[config.mk]
export PLATFORM = sky130hd
export DESIGN_NAME = interruption_and_exception_unit
export DESIGN_NICKNAME = d
export VERILOG_FILES = /design/src/rtl/exc_pkg.sv /design/src/rtl/interruption_and_exception_unit.sv /design/src/rtl/pin_sync.sv /design/src/rtl/prog_exc_encoder.sv
export SDC_FILE = /design/constraint.sdc
export NUM_CORES = 1
export LEC_CHECK = 0
export ABC_AREA = 1
export BUFFER_PORTS_ARGS = -buffer_cell sky130_fd_sc_hd__clkbuf_2
export CAP_MARGIN = 25
export CORE_MARGIN = 1.5
export CORE_UTILIZATION = 55
export CTS_CLUSTER_DIAMETER = 40
export DETAILED_ROUTE_END_ITERATION = 16
export PLACE_DENSITY = 0.79
export SYNTH_ARGS = -nofsm -noshare
export SYNTH_HDL_FRONTEND = slang
export SYNTH_SLANG_ARGS = --single-unit
[constraint.sdc]
create_clock -name pclk -period 1.8 [get_ports pclk]
set_clock_uncertainty 0.15 [all_clocks]
set_input_delay 0 -clock pclk [delete_from_list [all_inputs] [get_ports pclk]]
set_output_delay 0 -clock pclk [all_outputs]
set_load 0.05 [all_outputs]
[src/rtl/exc_pkg.sv]
// shared constants and types of the interruption and exception unit
package exc_pkg;
    // preferred-storage locations (byte addresses)
    localparam logic [11:0] EXT_OLD = 12'h018;
    localparam logic [11:0] SVC_OLD = 12'h020;
    localparam logic [11:0] PGM_OLD = 12'h028;
    localparam logic [11:0] TMR_LOC = 12'h050;
    localparam logic [11:0] EXT_NEW = 12'h058;
    localparam logic [11:0] SVC_NEW = 12'h060;
    localparam logic [11:0] PGM_NEW = 12'h068;
    // index into the 12-bit code that stands for interruption-code bits 20-31
    localparam int CB_TIMER = 7;
    localparam int CB_SWITCH = 6;
    localparam int CB_SIG_LO = 2;
    localparam int CB_PROC = 1;
    localparam int CB_ABN = 0;
    localparam int N_SIG = 4;
    localparam int N_SRC = 4;
    // one at bit 21 plus one at bit 23 of a word numbered from the left
    localparam logic [31:0] TMR_DEC = 32'h0000_0500;
    // instruction-length codes
    localparam logic [1:0] ILC_1 = 2'h1;
    localparam logic [1:0] ILC_2 = 2'h2;
    localparam logic [1:0] ILC_3 = 2'h3;
    // program interruption codes
    localparam logic [7:0] IC_DATA = 8'h07;
    localparam logic [7:0] IC_FXO = 8'h08;
    localparam logic [7:0] IC_FXDIV = 8'h09;
    localparam logic [7:0] IC_DCO = 8'h0A;
    localparam logic [7:0] IC_DCDIV = 8'h0B;
    localparam logic [7:0] IC_EXO = 8'h0C;
    localparam logic [7:0] IC_EXU = 8'h0D;
    localparam logic [7:0] IC_SIG = 8'h0E;
    localparam logic [7:0] IC_FPDIV = 8'h0F;
    localparam logic [7:0] IC_LOCK = 8'h10;
    localparam logic [7:0] IC_STOP = 8'h11;
    // computing element states
    localparam logic [1:0] ST_ZERO = 2'h0;
    localparam logic [1:0] ST_ONE = 2'h1;
    localparam logic [1:0] ST_TWO = 2'h2;
    localparam logic [1:0] ST_THREE = 2'h3;
    // register offsets
    localparam logic [7:0] OFF_MASK = 8'h00;
    localparam logic [7:0] OFF_TIMER = 8'h04;
    localparam logic [7:0] OFF_PEND = 8'h08;
    localparam logic [7:0] OFF_ABN = 8'h0C;
    localparam logic [7:0] OFF_ABNMASK = 8'h10;
    localparam logic [7:0] OFF_PROC = 8'h14;
    localparam logic [7:0] OFF_CONFIG = 8'h18;
    localparam logic [7:0] OFF_LAST = 8'h1C;

    typedef enum logic [2:0] {
        ACT_COMPLETE = 3'h1,
        ACT_SUPPRESS = 3'h2,
        ACT_TERMINATE = 3'h4
    } act_type;
    typedef enum logic [3:0] {
        FIX_NONE = 4'h1,
        FIX_ZERO = 4'h2,
        FIX_UP128 = 4'h4,
        FIX_DN128 = 4'h8
    } fix_type;
    // status-word bit 7 and program mask bits 36-39
    typedef struct packed {
        logic sys7;
        logic fxo;
        logic dco;
        logic exu;
        logic sig;
    } mask_type;
    typedef struct packed {
        logic data;
        logic fxo;
        logic fxdiv;
        logic cvb;
        logic dco;
        logic dcdiv;
        logic exo;
        logic exu;
        logic sig;
        logic fpdiv;
        logic lock;
        logic stop;
    } cause_type;
    typedef struct packed {
        logic [N_SRC-1:0] elc_cfg;
        logic test_sw;
        logic [1:0] ce_state;
    } cfg_type;
    typedef struct packed {
        logic valid;
        cause_type cause;
        logic [1:0] ilc;
        logic io_instr;
        logic ifetch;
        logic svc;
        logic [7:0] svc_imm;
        logic via_exec;
        logic boundary;
        logic exit_pt;
    } pipe_event_type;
    typedef struct packed {
        logic valid;
        logic [11:0] old_a;
        logic [11:0] new_a;
        logic [11:0] code;
        logic [1:0] ilc;
        act_type act;
    } switch_type;
    typedef struct packed {
        logic valid;
        act_type act;
        fix_type fix;
    } result_type;
endpackage : exc_pkg

[src/rtl/interruption_and_exception_unit.sv]
// program, supervisor-call and external interruption logic with the timer
//
// Summary of operation
// - program exception: old word 40, new 104
// - bad decimal data terminates, length 2/3
// - fixed overflow completes, masked by bit 36
// - decimal overflow completes, mask 37, length 3
// - decimal divide suppresses, length code 3
// - exponent overflow: characteristic stored 128 lower
// - underflow: true zero, or 128 higher
// - zero-fraction significance, mask bit 39 decides
// - floating divide by zero fraction suppresses
// - i/o lockout terminates i/o instruction only
// - stopped storage: fetch suppressed, data terminated
// - supervisor call: old word 32, new 96
// - call byte into code; length 1 or 2
// - external requests held, merged, presented together
// - external taken with mask 7 at boundary
// - element check bypasses mask in certain states
// - external: old word 24, new 88
// - timer decremented at bits 21 and 23
// - timer crossing to negative requests bit 24
// - timer holds when stopped or stepping
// - long instructions terminate at next exit point
// - panel switch requests bit 25 per state
//
// The register offsets and the APB interface to the registers were chosen for this implementation.
module interruption_and_exception_unit (
    input logic pclk, // clock, 40 MHz
    input logic presetn, // async reset
    input logic psel, // apb select
    input logic penable, // apb access phase
    input logic pwrite, // apb write
    input logic [7:0] paddr, // apb byte address
    input logic [31:0] pwdata, // apb write data
    output logic [31:0] prdata, // apb read data
    output logic pready, // apb ready
    output logic pslverr, // apb error on unmapped address
    input exc_pkg::pipe_event_type ev, // pipeline events
    input logic mains_tick, // mains-derived timer tick pin
    input logic panel_sw, // panel interrupt switch pin
    input logic interlock_sw, // panel interlock switch pin
    input logic rate_step, // rate switch on instruction step
    input logic stopped, // element in stopped state
    input logic timer_dis_sw, // disable-timer switch
    input logic [exc_pkg::N_SIG-1:0] ext_sig, // direct-control signals
    input logic [exc_pkg::N_SRC-1:0] elc_req, // element_check requests
    input logic [exc_pkg::N_SRC-1:0] proc_req, // processor requests
    output exc_pkg::switch_type psw_switch, // status switch request
    output exc_pkg::result_type result // completion control
);
    import exc_pkg::*;

    localparam int NPIN = 6 + N_SIG + 2 * N_SRC;

    typedef struct packed {
        mask_type msk;
        logic [31:0] tmr;
        logic [11:0] pend;
        logic [N_SRC-1:0] acr;
        logic [N_SRC-1:0] acrm;
        logic [N_SRC-1:0] prr;
        cfg_type cfg;
        logic tick_q;
        logic sw_q;
        logic [N_SIG-1:0] sig_q;
        switch_type sw;
        result_type res;
        logic [31:0] prdata;
        logic pready;
        logic pslverr;
    } unit_state_type;

    unit_state_type st;
    unit_state_type next_st;

    logic [NPIN-1:0] pins;
    logic s_tick;
    logic s_sw;
    logic s_ilk;
    logic s_step;
    logic s_stop;
    logic s_tdis;
    logic [N_SIG-1:0] s_sig;
    logic [N_SRC-1:0] s_elc;
    logic [N_SRC-1:0] s_proc;

    pin_sync #(
        .W(NPIN)
    ) u_sync (
        .pclk(pclk),
        .presetn(presetn),
        .din({mains_tick, panel_sw, interlock_sw, rate_step, stopped, timer_dis_sw,
              ext_sig, elc_req, proc_req}),
        .dout(pins)
    );
    assign {s_tick, s_sw, s_ilk, s_step, s_stop, s_tdis, s_sig, s_elc, s_proc} = pins;

    logic enc_take;
    logic [7:0] enc_code;
    logic [1:0] enc_ilc;
    act_type enc_act;
    fix_type enc_fix;

    prog_exc_encoder u_enc (
        .cause(ev.cause),
        .msk(st.msk),
        .ilc_in(ev.ilc),
        .io_instr(ev.io_instr),
        .ifetch(ev.ifetch),
        .take(enc_take),
        .code(enc_code),
        .ilc(enc_ilc),
        .act(enc_act),
        .fix(enc_fix)
    );

    // bus decode
    logic setup;
    logic wr;
    logic hit;
    logic [31:0] rd;
    logic tmr_wr;
    logic [N_SRC-1:0] acr_clr;
    logic [N_SRC-1:0] prr_clr;

    assign setup = psel & ~penable;
    assign wr = psel & penable & st.pready & pwrite & hit;
    assign tmr_wr = wr & (paddr == OFF_TIMER);
    assign acr_clr = (wr && paddr == OFF_ABN) ? pwdata[N_SRC-1:0] : '0;
    assign prr_clr = (wr && paddr == OFF_PROC) ? pwdata[N_SRC-1:0] : '0;

    always_comb begin
        hit = 1'b1;
        rd = '0;
        case (paddr)
            OFF_MASK: rd[$bits(mask_type)-1:0] = st.msk;
            OFF_TIMER: rd = st.tmr;
            OFF_PEND: rd[11:0] = st.pend;
            OFF_ABN: rd[N_SRC-1:0] = st.acr;
            OFF_ABNMASK: rd[N_SRC-1:0] = st.acrm;
            OFF_PROC: rd[N_SRC-1:0] = st.prr;
            OFF_CONFIG: rd[$bits(cfg_type)-1:0] = st.cfg;
            OFF_LAST: rd[16:0] = {st.sw.act, st.sw.ilc, st.sw.code};
            default: hit = 1'b0;
        endcase
    end

    // event detection and conditions
    logic tick_e;
    logic sw_e;
    logic [N_SIG-1:0] sig_e;
    logic hold;
    logic sw_ok;
    logic elc_byp;
    logic [11:0] ext_code;
    logic at_exit;
    logic pgm_take;
    logic svc_take;
    logic ext_take;
    logic [31:0] tmr_dec;

    assign tick_e = s_tick & ~st.tick_q;
    assign sw_e = s_sw & ~st.sw_q;
    assign sig_e = s_sig & ~st.sig_q;
    assign hold = s_stop | s_step | (st.cfg.ce_state == ST_ZERO && s_tdis);
    assign tmr_dec = st.tmr - TMR_DEC;

    // state Two or Three listens to the switch only with the interlock on
    assign sw_ok = (st.cfg.ce_state == ST_ZERO) || (st.cfg.ce_state == ST_ONE) || s_ilk;

    // element check from a configured element ignores the system mask in states One and Two, and in Zero with the test switch off
    assign elc_byp = (|(st.acr & st.cfg.elc_cfg))
                     && ((st.cfg.ce_state == ST_ZERO && !st.cfg.test_sw)
                         || st.cfg.ce_state == ST_ONE
                         || st.cfg.ce_state == ST_TWO);

    always_comb begin
        ext_code = st.pend;
        ext_code[CB_PROC] = |st.prr;
        ext_code[CB_ABN] = (|(st.acr & st.acrm)) | elc_byp;
    end

    // long instructions offer exit points where they can be cut short
    assign at_exit = ev.boundary | ev.exit_pt;
    assign pgm_take = ev.valid & enc_take;
    assign svc_take = ev.valid & ev.svc & ~enc_take;
    assign ext_take = at_exit & ~pgm_take & ~svc_take
                      & ((st.msk.sys7 & (|ext_code)) | elc_byp);

    always_comb begin
        next_st = st;
        next_st.sw.valid = 1'b0;
        next_st.res.valid = 1'b0;
        next_st.tick_q = s_tick;
        next_st.sw_q = s_sw;
        next_st.sig_q = s_sig;
        // bus answers one cycle after setup
        next_st.pready = setup;
        next_st.pslverr = setup & ~hit;
        if (setup) begin
            next_st.prdata = hit ? rd : '0;
        end

        // one-shot requests are cleared when taken; fresh events below win
        if (ext_take) begin
            next_st.pend = '0;
            if (elc_byp) begin
                next_st.cfg.ce_state = ST_THREE;
            end
        end
        if (tick_e && !hold) begin
            next_st.tmr = tmr_dec;
            // large negative to large positive is not a crossing
            if (!st.tmr[31] && tmr_dec[31]) begin
                next_st.pend[CB_TIMER] = 1'b1;
            end
        end
        if (sw_e && sw_ok) begin
            next_st.pend[CB_SWITCH] = 1'b1;
        end
        next_st.pend[CB_SIG_LO +: N_SIG] = next_st.pend[CB_SIG_LO +: N_SIG] | sig_e;
        // held requests persist until software resets them
        next_st.acr = (st.acr & ~acr_clr) | s_elc;
        next_st.prr = (st.prr & ~prr_clr) | s_proc;

        if (ev.valid) begin
            next_st.res.valid = 1'b1;
            next_st.res.act = enc_act;
            next_st.res.fix = enc_fix;
        end
        if (pgm_take) begin
            next_st.sw.valid = 1'b1;
            next_st.sw.old_a = PGM_OLD;
            next_st.sw.new_a = PGM_NEW;
            next_st.sw.code = {4'h0, enc_code};
            next_st.sw.ilc = enc_ilc;
            next_st.sw.act = enc_act;
        end else if (svc_take) begin
            next_st.sw.valid = 1'b1;
            next_st.sw.old_a = SVC_OLD;
            next_st.sw.new_a = SVC_NEW;
            next_st.sw.code = {4'h0, ev.svc_imm};
            next_st.sw.ilc = ev.via_exec ? ILC_2 : ILC_1;
            next_st.sw.act = ACT_COMPLETE;
        end else if (ext_take) begin
            next_st.sw.valid = 1'b1;
            next_st.sw.old_a = EXT_OLD;
            next_st.sw.new_a = EXT_NEW;
            next_st.sw.code = ext_code;
            next_st.sw.ilc = ev.ilc;
            next_st.sw.act = ev.exit_pt ? ACT_TERMINATE : ACT_COMPLETE;
        end

        // software writes take effect last so a store to the timer wins
        if (wr) begin
            case (paddr)
                OFF_MASK: next_st.msk = pwdata[$bits(mask_type)-1:0];
                OFF_TIMER: next_st.tmr = pwdata;
                OFF_ABNMASK: next_st.acrm = pwdata[N_SRC-1:0];
                OFF_CONFIG: next_st.cfg = pwdata[$bits(cfg_type)-1:0];
                default: next_st.cfg = next_st.cfg;
            endcase
        end
    end

    always_ff @(posedge pclk or negedge presetn) begin
        if (!presetn) begin
            st <= '0;
        end else begin
            st <= next_st;
        end
    end

    assign prdata = st.prdata;
    assign pready = st.pready;
    assign pslverr = st.pslverr;
    assign psw_switch = st.sw;
    assign result = st.res;
endmodule : interruption_and_exception_unit

[src/rtl/pin_sync.sv]
// three-flop synchroniser whose output moves when the last two agree
module pin_sync #(
    parameter int W = 1
) (
    input logic pclk, // clock
    input logic presetn, // async reset
    input logic [W-1:0] din, // pins from outside
    output logic [W-1:0] dout // settled level
);
    import exc_pkg::*;
    typedef struct packed {
        logic [W-1:0] s1;
        logic [W-1:0] s2;
        logic [W-1:0] s3;
        logic [W-1:0] q;
    } sync_state_type;
    sync_state_type st;
    sync_state_type next_st;

    always_comb begin
        next_st = st;
        next_st.s1 = din;
        next_st.s2 = st.s1;
        next_st.s3 = st.s2;
        next_st.q = (~(st.s2 ^ st.s3) & st.s2) | ((st.s2 ^ st.s3) & st.q);
    end

    always_ff @(posedge pclk or negedge presetn) begin
        if (!presetn) begin
            st <= '0;
        end else begin
            st <= next_st;
        end
    end

    assign dout = st.q;
endmodule : pin_sync

[src/rtl/prog_exc_encoder.sv]
// picks one program exception and works out how the operation ends
module prog_exc_encoder (
    input exc_pkg::cause_type cause, // raised exceptions
    input exc_pkg::mask_type msk, // program masks
    input logic [1:0] ilc_in, // length of current instruction
    input logic io_instr, // an i/o instruction is running
    input logic ifetch, // storage-stopped hit an instruction fetch
    output logic take, // an interruption is wanted
    output logic [7:0] code, // interruption cause code
    output logic [1:0] ilc, // length code to report
    output exc_pkg::act_type act, // how the operation ends
    output exc_pkg::fix_type fix // floating result fixup
);
    import exc_pkg::*;
    always_comb begin
        take = 1'b1;
        code = '0;
        ilc = ilc_in;
        act = ACT_COMPLETE;
        fix = FIX_NONE;
        if (cause.data) begin
            code = IC_DATA;
            act = ACT_TERMINATE;
        end else if (cause.fxdiv) begin
            code = IC_FXDIV;
            act = ACT_SUPPRESS;
        end else if (cause.dcdiv) begin
            code = IC_DCDIV;
            act = ACT_SUPPRESS;
            ilc = ILC_3;
        end else if (cause.fpdiv) begin
            code = IC_FPDIV;
            act = ACT_SUPPRESS;
        end else if (cause.stop) begin
            code = IC_STOP;
            act = ifetch ? ACT_SUPPRESS : ACT_TERMINATE;
        end else if (cause.lock) begin
            code = IC_LOCK;
            act = io_instr ? ACT_TERMINATE : ACT_COMPLETE;
        end else if (cause.cvb) begin
            code = IC_FXDIV;
        end else if (cause.fxo) begin
            code = IC_FXO;
            take = msk.fxo;
        end else if (cause.dco) begin
            code = IC_DCO;
            take = msk.dco;
            ilc = ILC_3;
        end else if (cause.exo) begin
            code = IC_EXO;
            fix = FIX_DN128;
        end else if (cause.exu) begin
            code = IC_EXU;
            take = msk.exu;
            fix = msk.exu ? FIX_UP128 : FIX_ZERO;
        end else if (cause.sig) begin
            code = IC_SIG;
            take = msk.sig;
            fix = msk.sig ? FIX_NONE : FIX_ZERO;
        end else begin
            take = 1'b0;
        end
    end
endmodule : prog_exc_encoder

==> run summary <==
Sequential cells account for 47.9% of the total power. During synthesis, Yosys emitted a total of 0 warnings. The layout filler cell count is 1188.

The tools report the critical path startpoint category as a primary input. Summing all placed instances gives a cell area of 10100 sq um. From synthesis to final layout, the design area changed by 29.3%. Pin placement for this block handled 176 I/O pins. The min-delay analysis places its worst path in the category primary input to flop.

nand2_1 is the most common cell in the netlist. The first detailed-routing pass ran for 5 iterations. The logs give 5000 sq um for the storage element area and 17500 sq um for the area of the die. For the largest net degree at the start of global routing, the log shows 52. After routing the design area is 11900 sq um. Detailed placement finished with a half-perimeter wire length of 16500 um. The final hold violation count came out at 0.

In this run the deepest clock path goes through 2 buffers. For this design the total switching power over the nets is 2.99 mW. The total routing resource utilization after global routing was 28.0%. The initial utilization of the core area, before any placement, comes to 56.0%.

The number of cells on the worst reg-to-reg path is 4. TritonCTS built the clock tree. The core region is 16500 sq um. The tools report the sum of overflow across all layers after global routing as 0.

The most used flip-flop cell after synthesis is dfrtp_1. The tools report the flop-to-flop setup slack as 20 ps. Dividing the detail-routed wire length by the instance count gives 15.7 um.

The worst min-delay path endpoint is psw_switch[34]. The flow ran to the end, but the final reports show violations. The routed wire length was 24000 um; the clock-pin transition on the worst setup and hold timing paths was 80 ps.

The count of input and output buffers was 154; the proportion of layout cells with a drive suffix above 1 was 24.4%. Category of the critical setup timing path: primary input to flop. In this run the critical register-to-register path is captured at result[2]. Summed over all cells, the static leakage comes to 6.00 nW. The tools report the reported max-cap violation count as 0.

The final critical-path required period works out to 1840 ps. The tools report the count of placed standard cells in the final layout, fillers left out as 1527. The H-tree was split into 4 levels. Counting every sink on the clock net gives 200. The largest single stage delay on the critical path is 610 ps. In this run the critical register-to-register path is launched from st[154]. Summing the sequential cell areas from Yosys gives 54.3% of the chip area.

The library cell used as clock root buffer was clkbuf_16. Together, buffers and inverters on the worst path number 4. The endpoint kind of the worst setup timing path is a flop. The run gives 1388 as the final net count.

Setup repair after global routing could not meet its margin everywhere. Combinational logic burns 15.9% of the power. Synthesis instantiated 41 different standard cells from the library. Walking the worst path, the cells encountered are dlygate4sd3_1, clkbuf_2, nor2_2, dlygate4sd3_1, inv_1, o31ai_1, nand4_1. The switching fraction of total power is 28.8%. The fmax came out at 544 MHz. The power per standard cell area is 872 nW/um^2, and the final sum of negative setup slack is -37.2 ps. The most area-hungry cell type in the Yosys netlist was dfrtp_1. The logs give 7826 for the vias after detailed routing and 9220 sq um for the cell area after synthesis. The final number of setup-violating endpoints is 1, and the number of stages on the worst hold path is 7. For this run, design rule violations remaining after detail routing come to 0. The run gives -37.2 ps as the least setup slack across all paths after layout. For the worst setup path, the data arrival time is 1990 ps. After the first detailed-routing iteration, the DRC count stood at 580.

Synthesis inferred 200 register bits. The data required time of the worst path was 1950 ps. Broken down by cell family, the worst path's largest delay share belongs to buffers and inverters. IR analysis of the VDD net gives a maximum drop of 0.00131 V. The first global-routing pass estimated 38200 um of wire.

The final reports fail on negative setup slack. The clock network burns 36.3% of the power. The tools report the initial antenna violation count as 1. Synthesis produced 1045 cells. Overall power consumption after layout is estimated at 10.4 mW. The post-route fraction of the period consumed by the critical path works out to 102%. The share of synthesized registers carrying an async set or reset works out to 100%.

The number of global-route vias before repair was 7706; the internal power contribution was 7.40 mW. Counting instances in the post-synthesis netlist gives the leading cell types as nand2_1 (288), dfrtp_1 (200), inv_1 (103), buf_4 (84), nor2_1 (80). In this run the remaining antenna-violating nets after routing total 0. In this run the most critical hold path is launched from ev[25]. The y dimension of the die works out to 132 um.

Counting flops with a built-in enable in the synthesized netlist gives 0. The number of cell rows was 47. By area the synthesized netlist is led by dfrtp_1 (54%), nand2_1 (12%), buf_4 (6.8%). The maximum fanout along the worst path is 3. The repair_antennas step left the layout with diodes totalling 0. The die is 132 um wide. The tools report the number of max-slew violations in the final report as 0.

Each instance of the synthesized netlist takes up on average 8.82 sq um. For this design, the slowest cell found on the critical path is dlygate4sd3_1. The most frequent cell on the critical path is dlygate4sd3_1. Dividing the detail-routed via count by the number of cells gives 5.13. The total instance count after detailed placement came out at 1389.

The worst slack at placement was -35.7 ps; the routability congestion estimate was 0.920. The total CTS buffers is 17, and the area of the multi-input gates is 3330 sq um. After synthesis, the largest area contributor takes up 54.3% of total cell area.

The clock reaches the later pin of the worst-skew pair after 430 ps.
-- repair_timing --
| action | 4_1_cts | 5_1_grt |
|---|---|---|
| pin swaps | 0 | 11 |
| endpoints found under the setup margin | 10 | 63 |
| hold buffers | 100 | 0 |
| buffers inserted | 1 | 5 |
| endpoints found under the hold margin | 316 | 0 |
| cloned | 0 | 1 |
| gates resized for setup | 6 | 68 |
-- how the worst max path moves through the flow --
stage / start / endpoint / cells past startpoint
2_1_floorplan: pready / st[142] / 8
3_3_place_gp: st[105] / psw_switch[3] / 10
3_5_place_dp: st[105] / psw_switch[4] / 10
4_1_cts: st[130] / st[147] / 11
5_1_grt: st[154] / result[2] / 4
6_report: ev[18] / psw_switch[5] / 7
-- layout make-up --
| type | count | area share, % |
|---|---|---|
| sequential | 200 | 42.0 |
| tap | 220 | 2.31 |
| clock buffer | 19 | 3.63 |
| timing repair buffer | 312 | 19.4 |
| clock inverter | 13 | 1.30 |
| multi-input combinational | 654 | 27.9 |
| inverter | 109 | 3.51 |
-- tightest hold or removal path, stage by stage --
cell and delay [ps]:
clkbuf_2 120, nor2_4 40, nand2_2 70, nor2_2 50
nand3_4 120, o21ai_4 100, nand2_1 80
-- power groups by stage --
stage,Clock (mW),Combinational [mW],Sequential [mW]
floorplan,0,0.902,5.01
global placement,0,1.35,5.04
detailed placement,0,1.38,5.05
CTS,3.84,1.55,4.96
global route,4.03,1.81,5.01
finish,3.77,1.65,4.98
-- stage by stage --
stage | hold slack (ps) | utilization [%]
after floorplan | -446 | -
after global placement | -166 | 61.1
after detailed placement | -166 | 61.1
after CTS | -6.93 | 70.9
after global routing | 39.7 | 72.4
final | 31.8 | 72.4
-- cell families after synthesis --
| logic type | after synthesis | synth area share, % |
|---|---|---|
| AO/OA/AOI/OAI | 121 | 7.44 |
| XOR/XNOR | 16 | 1.52 |
| adder cells (fa/ha/maj) | 20 | 2.23 |
| buffers and inverters | 211 | 12.4 |
| flip-flops | 200 | 54.3 |
| other | 1 | 0.0407 |
| AND/OR/NAND/NOR | 476 | 22.1 |
-- cell usage in the layout (no fill, tap or decap), types with 4 or more instances in the layout --
master	count
nand4_1	11
inv_1	95
o21bai_1	10
nand2_1	278
inv_2	11
buf_4	51
clkbuf_2	150
o21ai_0	64
o21ai_1	16
nand2_2	12
nor3_2	4
nand3_1	59
buf_12	4
or2_0	5
inv_8	4
a21oi_1	6
nand3_2	4
dfrtp_1	200
nor2_4	8
o22ai_1	7
o211ai_1	4
conb_1	21
nor2_1	64
clkbuf_16	18
nand2_4	5
nor2_2	17
dlygate4sd3_1	99
xor2_1	16
maj3_1	18
buf_6	4
a21oi_2	4
-- sequential cells by signal (all words and copies together) (netlist names) --
register / flops
st: 62
pslverr: 1
psw_switch: 18
pready: 1
u_sync.dout: 18
u_sync.st: 18
result: 8
prdata: 32
u_sync.next_st: 36
ext_code: 6
-- metal layers --
layer / vias to the layer above / routed length [um] / track usage (%)
li1: 3726 / - / -
met1: 3731 / 10400 / 36.7
met2: 295 / 11600 / 45.0
met3: 72 / 1150 / 5.86
met4: 2 / 846 / 13.1
met5: - / 12 / 0
Power figures use the tool's default switching activity.
